`config.mk`:
```
export PLATFORM = sky130hd
export DESIGN_NAME = touch_detector
export DESIGN_NICKNAME = d
export VERILOG_FILES = /design/src/rtl/touch_pkg.sv /design/src/rtl/sync_2ff.sv /design/src/rtl/touch_detector.sv
export SDC_FILE = /design/constraint.sdc
export NUM_CORES = 1
export LEC_CHECK = 0
export ABC_AREA = 1
export BUFFER_PORTS_ARGS = -buffer_cell sky130_fd_sc_hd__buf_2
export CORE_MARGIN = 1.5
export CORE_UTILIZATION = 64
export DETAILED_ROUTE_END_ITERATION = 7
export GPL_ROUTABILITY_DRIVEN = 0
export HOLD_SLACK_MARGIN = 0.06
export PLACE_DENSITY = 0.9
export SETUP_SLACK_MARGIN = 0.05
export SYNTH_ARGS = -nofsm -noshare
export SYNTH_HDL_FRONTEND = slang
export SYNTH_SLANG_ARGS = --single-unit
```
`constraint.sdc`:
```
create_clock -name sys_clk_i -period 4.65 [get_ports sys_clk_i]
set_input_delay 0.93 -clock sys_clk_i [delete_from_list [all_inputs] [get_ports sys_clk_i]]
set_output_delay 0.93 -clock sys_clk_i [all_outputs]
set_load 0.01 [all_outputs]
```
`src/rtl/touch_pkg.sv`:
```
// Package for the charge-share touch detector: register map, field layout,
// codes, reset values and timing constants. Used by rtl/touch_detector.sv.
package touch_pkg;
	// Register offsets on the nibble register port
	localparam logic [9:0] ADDR_IRQ_ENABLE = 10'h00e;
	localparam logic [9:0] ADDR_IRQ_FLAGS = 10'h00f;
	localparam logic [9:0] ADDR_SEQ_CTRL = 10'h20d;
	localparam logic [9:0] ADDR_MOD_CLK_SEL = 10'h240;
	localparam logic [9:0] ADDR_ANALOG_CFG = 10'h241;
	localparam logic [9:0] ADDR_CHAN_SEL = 10'h243;
	localparam logic [9:0] ADDR_RUN_CTRL = 10'h248;
	localparam logic [9:0] ADDR_COUNT_LOW = 10'h249;
	localparam logic [9:0] ADDR_COUNT_MID = 10'h24a;
	localparam logic [9:0] ADDR_COUNT_HIGH = 10'h24b;

	// Field positions
	localparam int OVF_BIT = 3;
	localparam int OVC_BIT = 2;
	localparam int TIE_MODE_BIT = 0;
	localparam int DETECT_TYPE_BIT = 1;
	localparam int REF_LSB = 2;
	localparam int SEQ_LSB = 1;

	// Reset values
	localparam logic [2:0] MOD_CLK_RESET = 3'h7;
	localparam logic [11:0] COUNT_RESET = 12'hfff;
	localparam logic [11:0] COUNT_ALL_ONES = 12'hfff;

	// Codes
	localparam logic [2:0] MOD_CODE_SLOW = 3'h7;
	localparam logic [2:0] RUN_STOP = 3'h0;
	localparam logic [2:0] RUN_SCAN = 3'h1;
	localparam logic [2:0] RUN_HOLD = 3'h3;
	localparam logic [2:0] SEQ_OFF = 3'h0;
	localparam logic [1:0] REF_HALF = 2'h0;
	localparam logic [1:0] REF_TWO_THIRDS = 2'h1;
	localparam logic [1:0] REF_ONE_THIRD = 2'h2;

	// Sequence change periods in clocks, codes 1 to 6
	localparam logic [4:0] SEQ_P1 = 5'h02;
	localparam logic [4:0] SEQ_P2 = 5'h04;
	localparam logic [4:0] SEQ_P3 = 5'h06;
	localparam logic [4:0] SEQ_P4 = 5'h08;
	localparam logic [4:0] SEQ_P5 = 5'h0c;
	localparam logic [4:0] SEQ_P6 = 5'h10;

	// Timing
	localparam int CLK_MHZ = 40;
	localparam int DISCHARGE_TIME_NS = 200;
	localparam int DISCHARGE_CYCLES = (DISCHARGE_TIME_NS * CLK_MHZ + 999) / 1000;
	localparam logic [3:0] DISCHARGE_LOAD = 4'(DISCHARGE_CYCLES - 1);
	localparam logic [2:0] OVERCHARGE_DEBOUNCE = 3'h4;

	typedef enum logic [2:0] {ST_IDLE, ST_DISCH, ST_SCAN, ST_DONE, ST_HOLD} scan_state_t;

	// Clocks per sequence phase; zero for off or reserved
	function automatic logic [4:0] seq_period(input logic [2:0] code);
		case (code)
			3'h1: seq_period = SEQ_P1;
			3'h2: seq_period = SEQ_P2;
			3'h3: seq_period = SEQ_P3;
			3'h4: seq_period = SEQ_P4;
			3'h5: seq_period = SEQ_P5;
			3'h6: seq_period = SEQ_P6;
			default: seq_period = 5'h00;
		endcase
	endfunction : seq_period
endpackage : touch_pkg

```
`src/rtl/sync_2ff.sv`:
```
// Two-flop synchroniser for levels arriving from pins or the slow clock.
// Assumes the input is a level that holds for several system clocks.
`timescale 1ns/1ps
module sync_2ff #(
	parameter int WIDTH = 1
) (
	input wire logic sys_clk_i,
	input wire logic sys_rst_i,
	input wire logic [WIDTH-1:0] async_i,
	output logic [WIDTH-1:0] sync_o
);
	logic [WIDTH-1:0] meta_q;

	// First stage feeds only the second stage
	always_ff @(posedge sys_clk_i or posedge sys_rst_i)
	begin
		if (sys_rst_i)
		begin
			meta_q <= '0;
			sync_o <= '0;
		end
		else
		begin
			meta_q <= async_i;
			sync_o <= meta_q;
		end
	end
endmodule : sync_2ff

```
`src/rtl/touch_detector.sv`:
```
// Charge-share touch detector control: registers, modulation clock,
// discharge/scan sequencing, 12-bit duty counter, flags and pad control.
// Assumes sys_clk_i is the fast system clock; the slow clock, comparator and
// Schmitt outputs arrive asynchronously from the analog side.
`timescale 1ns/1ps
module touch_detector (
	input wire logic sys_clk_i,
	input wire logic sys_rst_i,
	input wire logic [9:0] addr_i,
	input wire logic [3:0] wdata_i,
	input wire logic wr_en_i,
	input wire logic rd_en_i,
	input wire logic slow_clk_i,
	input wire logic schmitt_i,
	input wire logic comp_i,
	output logic [3:0] rdata_o,
	output logic [2:0] pad_switch_o,
	output logic [2:0] pad_hiz_o,
	output logic [2:0] pad_pullup_off_o,
	output logic [2:0] pad_wakeup_off_o,
	output logic detector_enable_o,
	output logic sensor_gate_o,
	output logic cap_tie_vss_o,
	output logic cap_tie_vdd_o,
	output logic use_comparator_o,
	output logic [1:0] ref_level_sel_o,
	output logic overflow_irq_o,
	output logic overcharge_irq_o
);
	logic [1:0] irq_en_q;
	logic flag_ovf_q;
	logic flag_ovc_q;
	logic [2:0] seq_code_q;
	logic [2:0] mod_code_q;
	logic [3:0] analog_cfg_q;
	logic [2:0] chan_en_q;
	logic [2:0] run_code_q;
	logic [11:0] reload_q;
	logic [11:0] count_q;
	logic [5:0] prescale_q;
	logic slow_prev_q;
	logic mod_tick;
	logic [5:0] div_mask;
	logic [2:0] in_sync;
	logic sense_level;
	logic [3:0] disch_cnt_q;
	logic [2:0] miss_cnt_q;
	logic [4:0] seq_cnt_q;
	logic charge_phase_q;
	touch_pkg::scan_state_t state_q;
	logic wr_chan, wr_run, start, inc, ovf_evt, ovc_evt;

	// Write decode; any non-stop run code raises start, as does a channel write; hold goes to ST_HOLD, not discharge
	assign wr_chan = wr_en_i && (addr_i == touch_pkg::ADDR_CHAN_SEL);
	assign wr_run = wr_en_i && (addr_i == touch_pkg::ADDR_RUN_CTRL);
	assign start = wr_chan || (wr_run && wdata_i[2:0] != touch_pkg::RUN_STOP);

	// Analog side and slow clock are asynchronous
	sync_2ff #(
		.WIDTH(3)
	) u_sync (
		.sys_clk_i(sys_clk_i),
		.sys_rst_i(sys_rst_i),
		.async_i({slow_clk_i, comp_i, schmitt_i}),
		.sync_o(in_sync)
	);

	// Sensing signal choice
	assign sense_level = analog_cfg_q[touch_pkg::DETECT_TYPE_BIT] ? in_sync[1] : in_sync[0];

	// Modulation tick: prefix of the free prescaler, or slow clock edge
	assign div_mask = 6'((7'h01 << mod_code_q) - 7'h01);
	always_comb
	begin
		if (mod_code_q == touch_pkg::MOD_CODE_SLOW)
			mod_tick = in_sync[2] && !slow_prev_q;
		else
			mod_tick = ((prescale_q & div_mask) == div_mask);
	end

	// Free-running prescaler and slow edge history
	always_ff @(posedge sys_clk_i or posedge sys_rst_i)
	begin
		if (sys_rst_i)
		begin
			prescale_q <= 6'h00;
			slow_prev_q <= 1'b0;
		end
		else
		begin
			prescale_q <= prescale_q + 6'h01;
			slow_prev_q <= in_sync[2];
		end
	end

	// Counting and period-end events
	assign inc = (state_q == touch_pkg::ST_SCAN) && mod_tick && sense_level;
	assign ovf_evt = inc && (count_q == touch_pkg::COUNT_ALL_ONES);
	assign ovc_evt = (state_q == touch_pkg::ST_SCAN) && mod_tick && !sense_level
		&& (miss_cnt_q == touch_pkg::OVERCHARGE_DEBOUNCE - 3'h1);

	// Configuration registers written by software
	always_ff @(posedge sys_clk_i or posedge sys_rst_i)
	begin
		if (sys_rst_i)
		begin
			irq_en_q <= 2'h0;
			seq_code_q <= touch_pkg::SEQ_OFF;
			mod_code_q <= touch_pkg::MOD_CLK_RESET;
			analog_cfg_q <= 4'h0;
			chan_en_q <= 3'h0;
		end
		else if (wr_en_i)
		begin
			if (addr_i == touch_pkg::ADDR_IRQ_ENABLE)
				irq_en_q <= {wdata_i[touch_pkg::OVF_BIT], wdata_i[touch_pkg::OVC_BIT]};
			else if (addr_i == touch_pkg::ADDR_SEQ_CTRL)
				seq_code_q <= wdata_i[3:touch_pkg::SEQ_LSB];
			else if (addr_i == touch_pkg::ADDR_MOD_CLK_SEL)
				mod_code_q <= wdata_i[2:0];
			else if (addr_i == touch_pkg::ADDR_ANALOG_CFG)
				analog_cfg_q <= wdata_i;
			else if (addr_i == touch_pkg::ADDR_CHAN_SEL)
				chan_en_q <= wdata_i[2:0];
		end
	end

	// Run code: a channel write forces run
	always_ff @(posedge sys_clk_i or posedge sys_rst_i)
	begin
		if (sys_rst_i)
			run_code_q <= touch_pkg::RUN_STOP;
		else if (wr_chan)
			run_code_q <= touch_pkg::RUN_SCAN;
		else if (wr_run)
			run_code_q <= wdata_i[2:0];
	end

	// Reload latch: nibble writes never touch the live counter
	always_ff @(posedge sys_clk_i or posedge sys_rst_i)
	begin
		if (sys_rst_i)
			reload_q <= touch_pkg::COUNT_RESET;
		else if (wr_en_i)
		begin
			if (addr_i == touch_pkg::ADDR_COUNT_LOW)
				reload_q[3:0] <= wdata_i;
			else if (addr_i == touch_pkg::ADDR_COUNT_MID)
				reload_q[7:4] <= wdata_i;
			else if (addr_i == touch_pkg::ADDR_COUNT_HIGH)
				reload_q[11:8] <= wdata_i;
		end
	end

	// Duty counter: preload with complement so the count runs to overflow
	always_ff @(posedge sys_clk_i or posedge sys_rst_i)
	begin
		if (sys_rst_i)
			count_q <= touch_pkg::COUNT_RESET;
		else if (start)
			count_q <= ~reload_q;
		else if (inc)
			count_q <= count_q + 12'h001;
	end

	// Flags: a hardware set beats a same-cycle clear
	always_ff @(posedge sys_clk_i or posedge sys_rst_i)
	begin
		if (sys_rst_i)
		begin
			flag_ovf_q <= 1'b0;
			flag_ovc_q <= 1'b0;
		end
		else
		begin
			if (ovf_evt)
				flag_ovf_q <= 1'b1;
			else if (start)
				flag_ovf_q <= 1'b0;
			else if (wr_en_i && addr_i == touch_pkg::ADDR_IRQ_FLAGS)
				flag_ovf_q <= wdata_i[touch_pkg::OVF_BIT];
			if (ovc_evt)
				flag_ovc_q <= 1'b1;
			else if (start)
				flag_ovc_q <= 1'b0;
			else if (wr_en_i && addr_i == touch_pkg::ADDR_IRQ_FLAGS)
				flag_ovc_q <= wdata_i[touch_pkg::OVC_BIT];
		end
	end

	// Scan sequencer: discharge first, then gate the sensor clock to period end
	always_ff @(posedge sys_clk_i or posedge sys_rst_i)
	begin
		if (sys_rst_i)
		begin
			state_q <= touch_pkg::ST_IDLE;
			disch_cnt_q <= 4'h0;
		end
		else if (wr_run && wdata_i[2:0] == touch_pkg::RUN_STOP)
			state_q <= touch_pkg::ST_IDLE;
		else if (wr_run && wdata_i[2:0] == touch_pkg::RUN_HOLD)
			state_q <= touch_pkg::ST_HOLD;
		else if (start)
		begin
			state_q <= touch_pkg::ST_DISCH;
			disch_cnt_q <= touch_pkg::DISCHARGE_LOAD;
		end
		else
		begin
			case (state_q)
				touch_pkg::ST_DISCH:
				begin
					if (disch_cnt_q == 4'h0)
						state_q <= touch_pkg::ST_SCAN;
					else
						disch_cnt_q <= disch_cnt_q - 4'h1;
				end
				touch_pkg::ST_SCAN:
				begin
					if (ovf_evt || ovc_evt)
						state_q <= touch_pkg::ST_DONE;
				end
				default:
					state_q <= state_q;
			endcase
		end
	end

	// Missed-tick debounce for overcharge; any counted tick resets it
	always_ff @(posedge sys_clk_i or posedge sys_rst_i)
	begin
		if (sys_rst_i)
			miss_cnt_q <= 3'h0;
		else if (state_q != touch_pkg::ST_SCAN || inc)
			miss_cnt_q <= 3'h0;
		else if (mod_tick)
			miss_cnt_q <= miss_cnt_q + 3'h1;
	end

	// Charge/discharge sequence phase during a scan
	always_ff @(posedge sys_clk_i or posedge sys_rst_i)
	begin
		if (sys_rst_i)
		begin
			seq_cnt_q <= 5'h00;
			charge_phase_q <= 1'b0;
		end
		else if (state_q != touch_pkg::ST_SCAN || touch_pkg::seq_period(seq_code_q) == 5'h00)
		begin
			seq_cnt_q <= 5'h00;
			charge_phase_q <= 1'b0;
		end
		else if (seq_cnt_q == touch_pkg::seq_period(seq_code_q) - 5'h01)
		begin
			seq_cnt_q <= 5'h00;
			charge_phase_q <= !charge_phase_q;
		end
		else
			seq_cnt_q <= seq_cnt_q + 5'h01;
	end

	// Pad and analog outputs; stop hands the pads back to the IO port
	always_ff @(posedge sys_clk_i or posedge sys_rst_i)
	begin
		if (sys_rst_i)
		begin
			pad_switch_o <= 3'h0;
			pad_hiz_o <= 3'h0;
			pad_pullup_off_o <= 3'h0;
			pad_wakeup_off_o <= 3'h0;
			detector_enable_o <= 1'b0;
			sensor_gate_o <= 1'b0;
			cap_tie_vss_o <= 1'b0;
			cap_tie_vdd_o <= 1'b0;
		end
		else
		begin
			if (state_q == touch_pkg::ST_DISCH || state_q == touch_pkg::ST_SCAN
				|| state_q == touch_pkg::ST_HOLD)
			begin
				pad_switch_o <= chan_en_q;
				pad_hiz_o <= chan_en_q;
			end
			else
			begin
				pad_switch_o <= 3'h0;
				pad_hiz_o <= 3'h0;
			end
			if (run_code_q == touch_pkg::RUN_STOP)
			begin
				pad_pullup_off_o <= 3'h0;
				pad_wakeup_off_o <= 3'h0;
			end
			else
			begin
				pad_pullup_off_o <= chan_en_q;
				pad_wakeup_off_o <= chan_en_q;
			end
			detector_enable_o <= (run_code_q != touch_pkg::RUN_STOP);
			sensor_gate_o <= (state_q == touch_pkg::ST_SCAN);
			// Hold and sequencing follow the tie mode; discharge is always low
			cap_tie_vss_o <= (state_q == touch_pkg::ST_DISCH)
				|| ((state_q == touch_pkg::ST_HOLD || charge_phase_q)
				&& !analog_cfg_q[touch_pkg::TIE_MODE_BIT]);
			cap_tie_vdd_o <= (state_q == touch_pkg::ST_HOLD || charge_phase_q)
				&& analog_cfg_q[touch_pkg::TIE_MODE_BIT];
		end
	end

	// Reference and detect type out; codes 10 and 11 both mean one third
	always_ff @(posedge sys_clk_i or posedge sys_rst_i)
	begin
		if (sys_rst_i)
		begin
			ref_level_sel_o <= touch_pkg::REF_HALF;
			use_comparator_o <= 1'b0;
		end
		else
		begin
			if (analog_cfg_q[touch_pkg::REF_LSB + 1])
				ref_level_sel_o <= touch_pkg::REF_ONE_THIRD;
			else if (analog_cfg_q[touch_pkg::REF_LSB])
				ref_level_sel_o <= touch_pkg::REF_TWO_THIRDS;
			else
				ref_level_sel_o <= touch_pkg::REF_HALF;
			use_comparator_o <= analog_cfg_q[touch_pkg::DETECT_TYPE_BIT];
		end
	end

	// Interrupt requests: flag gated by its enable
	always_ff @(posedge sys_clk_i or posedge sys_rst_i)
	begin
		if (sys_rst_i)
		begin
			overflow_irq_o <= 1'b0;
			overcharge_irq_o <= 1'b0;
		end
		else
		begin
			overflow_irq_o <= flag_ovf_q && irq_en_q[1];
			overcharge_irq_o <= flag_ovc_q && irq_en_q[0];
		end
	end

	// Read port; unmapped addresses read zero
	always_ff @(posedge sys_clk_i or posedge sys_rst_i)
	begin
		if (sys_rst_i)
			rdata_o <= 4'h0;
		else if (!rd_en_i)
			rdata_o <= 4'h0;
		else if (addr_i == touch_pkg::ADDR_IRQ_ENABLE)
			rdata_o <= {irq_en_q, 2'h0};
		else if (addr_i == touch_pkg::ADDR_IRQ_FLAGS)
			rdata_o <= {flag_ovf_q, flag_ovc_q, 2'h0};
		else if (addr_i == touch_pkg::ADDR_SEQ_CTRL)
			rdata_o <= {seq_code_q, 1'b0};
		else if (addr_i == touch_pkg::ADDR_MOD_CLK_SEL)
			rdata_o <= {1'b0, mod_code_q};
		else if (addr_i == touch_pkg::ADDR_ANALOG_CFG)
			rdata_o <= analog_cfg_q;
		else if (addr_i == touch_pkg::ADDR_CHAN_SEL)
			rdata_o <= {1'b0, chan_en_q};
		else if (addr_i == touch_pkg::ADDR_RUN_CTRL)
			rdata_o <= {1'b0, run_code_q};
		else if (addr_i == touch_pkg::ADDR_COUNT_LOW)
			rdata_o <= count_q[3:0];
		else if (addr_i == touch_pkg::ADDR_COUNT_MID)
			rdata_o <= count_q[7:4];
		else if (addr_i == touch_pkg::ADDR_COUNT_HIGH)
			rdata_o <= count_q[11:8];
		else
			rdata_o <= 4'h0;
	end
endmodule : touch_detector

```
**Word level (Yosys, flattened, before mapping)**

Index checks and enable logic that the tools add are counted.

- Flip-flop bits (word level): 92
- Output and inout port bits: 25
- Word-level logic and storage cells: 175

- Add/sub/neg operators: 7
- Equal/unequal tests: 29
- Shift-type cells: 1
- Muxes and demuxes: 44
- Bitwise logic cells: 10
- Reductions and logical operators: 52

Operators with widths:

| cell | number |
|---|---|
| == test 10 bit, second input constant | 8 |
| 2-to-1 mux 4 bit | 14 |
| 2-to-1 mux 3 bit | 11 |
| one-hot mux 5 bit (6 select lines) | 1 |
| 2-to-1 mux 12 bit | 2 |
| == test 10 x 4 -> 1 bit, second input constant | 2 |
| logical AND 1 bit | 16 |
| == test 3 x 2 -> 1 bit, second input constant | 5 |
| == test 3 bit, second input constant | 5 |
| 2-to-1 mux 5 bit | 3 |
| adder 12 x 1 -> 12 bit, second input constant | 1 |
| == test 12 bit, second input constant | 1 |
| NOT 12 bit | 1 |
| AND reduction 4 bit | 3 |
| nonzero test 3 bit | 4 |
| 2-to-1 mux 1 bit | 11 |
| != test 5 bit, second input constant | 2 |
| nonzero test 2 bit | 5 |
| AND reduction 3 bit | 3 |
| logical OR 1 bit | 8 |
| NOT 1 bit | 8 |
| adder 6 x 1 -> 6 bit, second input constant | 1 |
| bitwise AND 6 bit | 1 |
| == test 3 x 1 -> 1 bit, second input constant | 2 |
| other kinds (20) | 25 |

**Depth between registers and ports, before layout**

- Depth in word-level cells: 14
- Mapped depth: 13
- Gate-level depth less buffers: 13

**By module**

From an unflattened synthesis, not the netlist that was laid out.

- Cell total of the unflattened synthesis: 579
- Area, all modules: 4805.9 um^2

By module, submodules not included:

| module | times used | cells an instance | area each (um^2) | sequential area each (um^2) |
|---|---|---|---|---|
| touch_detector | 1 | 572 | 4652.0 | 2185.8 |
| sync_2ff | 1 | 7 | 153.9 | 150.1 |

**Worst setup path after synthesis**

OpenSTA, ideal clock, no wires.

- Kind: input port to flip-flop
- Start point: input addr_i[5]
- End point: register disch_cnt_q[1]
- Setup time: 0.068 ns
- Arrival time: 2.088 ns
- Data required time: 4.582 ns
- Setup slack: 2.495 ns
- Stages on the path: 9
- Buffers on the path: 0
- Path through: nor2_1 > nand2_4 > inv_4 > nand4_4 > nor2_4 > o21ai_2 > nand2_2 > mux2_2 > nand2_1

- Word-level cells in the longest chain between the ends: 6
- Elaborated cells on any way between the ends: 14
- Those cells by class: eq/ne: 3; mux: 1; bitwise: 2; reduce/logical: 8

RTL lines:

| item | line | RTL |
|---|---|---|
| start: declaration | touch_detector.sv:9 | `input wire logic [9:0] addr_i,` |
| == test 10 bit | touch_detector.sv:55 | `assign wr_run = wr_en_i && (addr_i == touch_pkg::ADDR_RUN_CTRL);` |
| logical AND 1 bit | touch_detector.sv:55 |  |
| logical AND 1 bit | touch_detector.sv:56 | `assign start = wr_chan \|\| (wr_run && wdata_i[2:0] != touch_pkg::RUN_STOP);` |
| logical OR 1 bit | touch_detector.sv:56 |  |
| != test 2 bit (no source line) / nonzero test 2 bit (equally long branches) | n/a |  |
| AND reduction 4 bit (no source line) | n/a |  |
| end signal: assignment | touch_detector.sv:206 | `disch_cnt_q <= touch_pkg::DISCHARGE_LOAD;` |
| end signal: assignment | touch_detector.sv:216 | `disch_cnt_q <= disch_cnt_q - 4'h1;` |
| end: declaration | touch_detector.sv:46 | `logic [3:0] disch_cnt_q;` |

Several ways; a longest one is shown, not always the timed one.
A chain may end at the register's enable or synchronous reset.

**Final worst setup path**

- Start point: input addr_i[5]
- End point: register seq_code_q[0]

- Word-level cells in the longest chain between the ends: 3
- Elaborated cells on any way between the ends: 4
- Those cells by class: eq/ne: 2; bitwise: 1; reduce/logical: 1

RTL lines:

| item | line | RTL |
|---|---|---|
| == test 10 x 4 -> 1 bit | touch_detector.sv:115 | `if (addr_i == touch_pkg::ADDR_IRQ_ENABLE)` |
| NOT 1 bit (no source line) | n/a |  |
| AND reduction 3 bit (no source line) (*) | n/a |  |
| end signal: assignment | touch_detector.sv:108 | `seq_code_q <= touch_pkg::SEQ_OFF;` |
| end signal: assignment | touch_detector.sv:118 | `seq_code_q <= wdata_i[3:touch_pkg::SEQ_LSB];` |
| end: declaration | touch_detector.sv:33 | `logic [2:0] seq_code_q;` |

Mark *: on every way between the ends. The rest lies on a longest branch, timed or not.

==> flow_summary.json <==
{
  "yosys_most_used_dff": "dfrtp_1",
  "vias": 3994,
  "dp.final_hpwl_um": 7660,
  "port_buffers": 45,
  "synthesis.nets": 572,
  "reg2reg_depth": 12,
  "tightest_slew_ns": 1.02,
  "finish.utilization_pct": 74.2,
  "hold_viol_final": 0,
  "cts_resized": 0,
  "core_region_area_um2": 6910,
  "slew_violations": 0,
  "dr.pass1.iters": 5,
  "max_stage_delay_ns": 0.64,
  "fin_skew_ns": 0.00795,
  "track_usage_pct": 29.7,
  "start_util_pct": 67.2,
  "hp-class": "flip-flop to flip-flop",
  "fin_nets": 621,
  "holdBufCountCts": 0,
  "maxCapViolations": 0,
  "die_area_um2": 7770,
  "clock_latency_ns": 0.37,
  "rsz0062_at_grt": "no",
  "grt_pass1_vias": 3813,
  "syn_area_um2": 4640,
  "p_leak_nw": 2.54,
  "fin_crit_ns": 2.43,
  "die_h_um": 88.1,
  "grt_max_degree": 65,
  "r2r_end": "state_q[2]",
  "worstHoldStart": "u_sync.meta_q[2]",
  "status": "complete, no violations",
  "worstPathArrival_ns": 2.72,
  "cts-root-buf": "clkbuf_8",
  "period_share_pct": 52.3,
  "io_pins": 46,
  "synthArstFlopShare_pct": 100,
  "post_cts_buffers": 0,
  "critPathKind": "input pin to flip-flop",
  "ys_ff_latch": 92,
  "clk_path_buf_depth": 2,
  "grt_first_pass_wirelength_um": 17600,
  "drive_gt1_share_pct": 20.4,
  "rows": 30,
  "clk_pin_slew_ns": 0.09,
  "critPathSlowestCell": "nor4_1",
  "wl_per_cell_um": 15.0,
  "synth.distinct_cells": 42,
  "holdPathEnd": "u_sync.sync_o[2]",
  "r2r_start": "count_q[1]",
  "ys_seq_area_share_pct": 50.4,
  "irDropWorstVdd_mv": 0.193,
  "synth_edf_count": 0,
  "max_freq_mhz": 411,
  "numClockSinks": 92,
  "slew_headroom_pct": 31.7,
  "setup_tns_ns": 0,
  "ys_warn_count": 0,
  "syn_avg_cell_area_um2": 8.51,
  "remaining_drc_errors": 0,
  "final_common_cell": "nand2_1",
  "cp-start-kind": "input pin",
  "antenna_cells": 0,
  "crit_chain": "buf_2 -> nor4_1 -> nand4_1 -> inv_1 -> nor2_1 -> nand2_1 -> nand2_1 -> o21ai_0",
  "routed_wirelength_um": 10400,
  "cp_common_cell": "nand2_1",
  "crit_required_ns": 4.94,
  "cts_tree": "built",
  "grt_remaining_overflow": 0,
  "endpoint_kind": "flip-flop",
  "setup_viol": 0,
  "final_cell_mix": "119 x nand2_1, 75 x inv_1, 65 x dfrtp_1",
  "cp_max_fo": 6,
  "whs_path_depth": 0,
  "antenna_found_initial": 0,
  "avgViaCountPerCell": 5.75,
  "htreeDepth": 3,
  "regToRegSetupSlack_ns": 2.53,
  "syn-instance-count": 545,
  "power_density_nw_per_um2": 338,
  "ant_nets": 0,
  "area.growth.synth_to_final_pct": 10.4,
  "drtIter0Drc": 438,
  "die_w_um": 88.1,
  "cts_made_buffers": 9
}
cell usage after synthesis (3+ instances only):
cell type,number,area (um^2)
buf_4,6,45.0
inv_1,76,285
a21oi_1,10,50.1
xnor2_1,4,35.0
dfrtp_1,65,1630
dfstp_2,27,709
o211ai_1,6,45.0
o21ai_1,6,30.0
nand4_1,16,100
o21ai_0,54,270
nand2_1,119,447
nor2_4,3,33.8
nand3_1,34,170
nor3_1,10,50.1
nor2_1,41,154
xor2_1,13,114
nand2_4,3,33.8
nand2_2,8,50.1
inv_2,3,11.3
ha_1,6,75.1
nor2_2,4,25.0
o221ai_1,4,35.0
kinds of logic (layout without fill, tap and decap cells):
logic type / after synthesis / count (layout) / synth area share (%)
flops: 92 / 92 / 50.4
compound gates: 91 / 91 / 11.1
xor+xnor: 17 / 17 / 3.21
simple gates: 249 / 249 / 25.4
buf+inv: 88 / 142 / 7.85
fa+ha+maj: 6 / 6 / 1.62
mux: 2 / 2 / 0.458
area by class of cell:
type                       count  area [um^2]
clock buffer                  10          138
clock inverter                 6         53.8
fill                         521         1780
inverter                      80          304
multi-input combinational    365         1940
sequential                    92         2340
tap                           96          120
timing repair buffer          46          233
layer usage:
layer,up-vias,global-route usage [%],share of wire (%)
met5,-,0,0
met4,0,14.2,3.0
met3,35,4.71,8.3
met1,1859,40.3,42
li1,1878,-,-
met2,222,46.9,46
worst max-delay path: cells and delay by family:
family,cells,cell delay [ns]
buffers and inverters,2,0.31
AO/OA/AOI/OAI,1,0.09
AND/OR/NAND/NOR,5,1.38
state kept, by name, summed over array words and instances (netlist names), 4 cells and up:
register	count
analog_cfg_q	4
count_q	12
disch_cnt_q	4
prescale_q	6
rdata_o	4
reload_q	12
seq_cnt_q	5
worst max-delay path by stage:
stage | startpoint | to | slack [ns] | depth (start not counted)
floorplan | sys_rst_i | analog_cfg_q[0] | 1.37 | 1
global placement | addr_i[5] | seq_code_q[0] | 2.20 | 7
detailed placement | addr_i[5] | seq_code_q[2] | 1.99 | 8
CTS | addr_i[5] | mod_code_q[1] | 2.28 | 8
global route | addr_i[5] | mod_code_q[1] | 2.13 | 8
finish | addr_i[5] | seq_code_q[0] | 2.22 | 8
through the flow:
step / power (mW) / std cells / cell area [um^2] / setup WS [ns] / hold slack (ns)
2_1_floorplan: 1.14 / 545 / 4640 / 1.37 / 0.331
3_3_place_gp: 1.20 / 679 / 4930 / 2.20 / 0.332
3_5_place_dp: 1.22 / 679 / 4930 / 1.99 / 0.336
4_1_cts: 1.73 / 695 / 5120 / 2.28 / 0.359
5_1_grt: 1.82 / 695 / 5120 / 2.13 / 0.383
6_report: 1.73 / 695 / 5120 / 2.22 / 0.359
report_power, final:
part	switching (mW)	internal [mW]
clock network	0.299	0.219
logic	0.168	0.0921
registers	0.0634	0.891
total	0.530	1.20
Note: power is estimated with default switching activity, not from simulation.
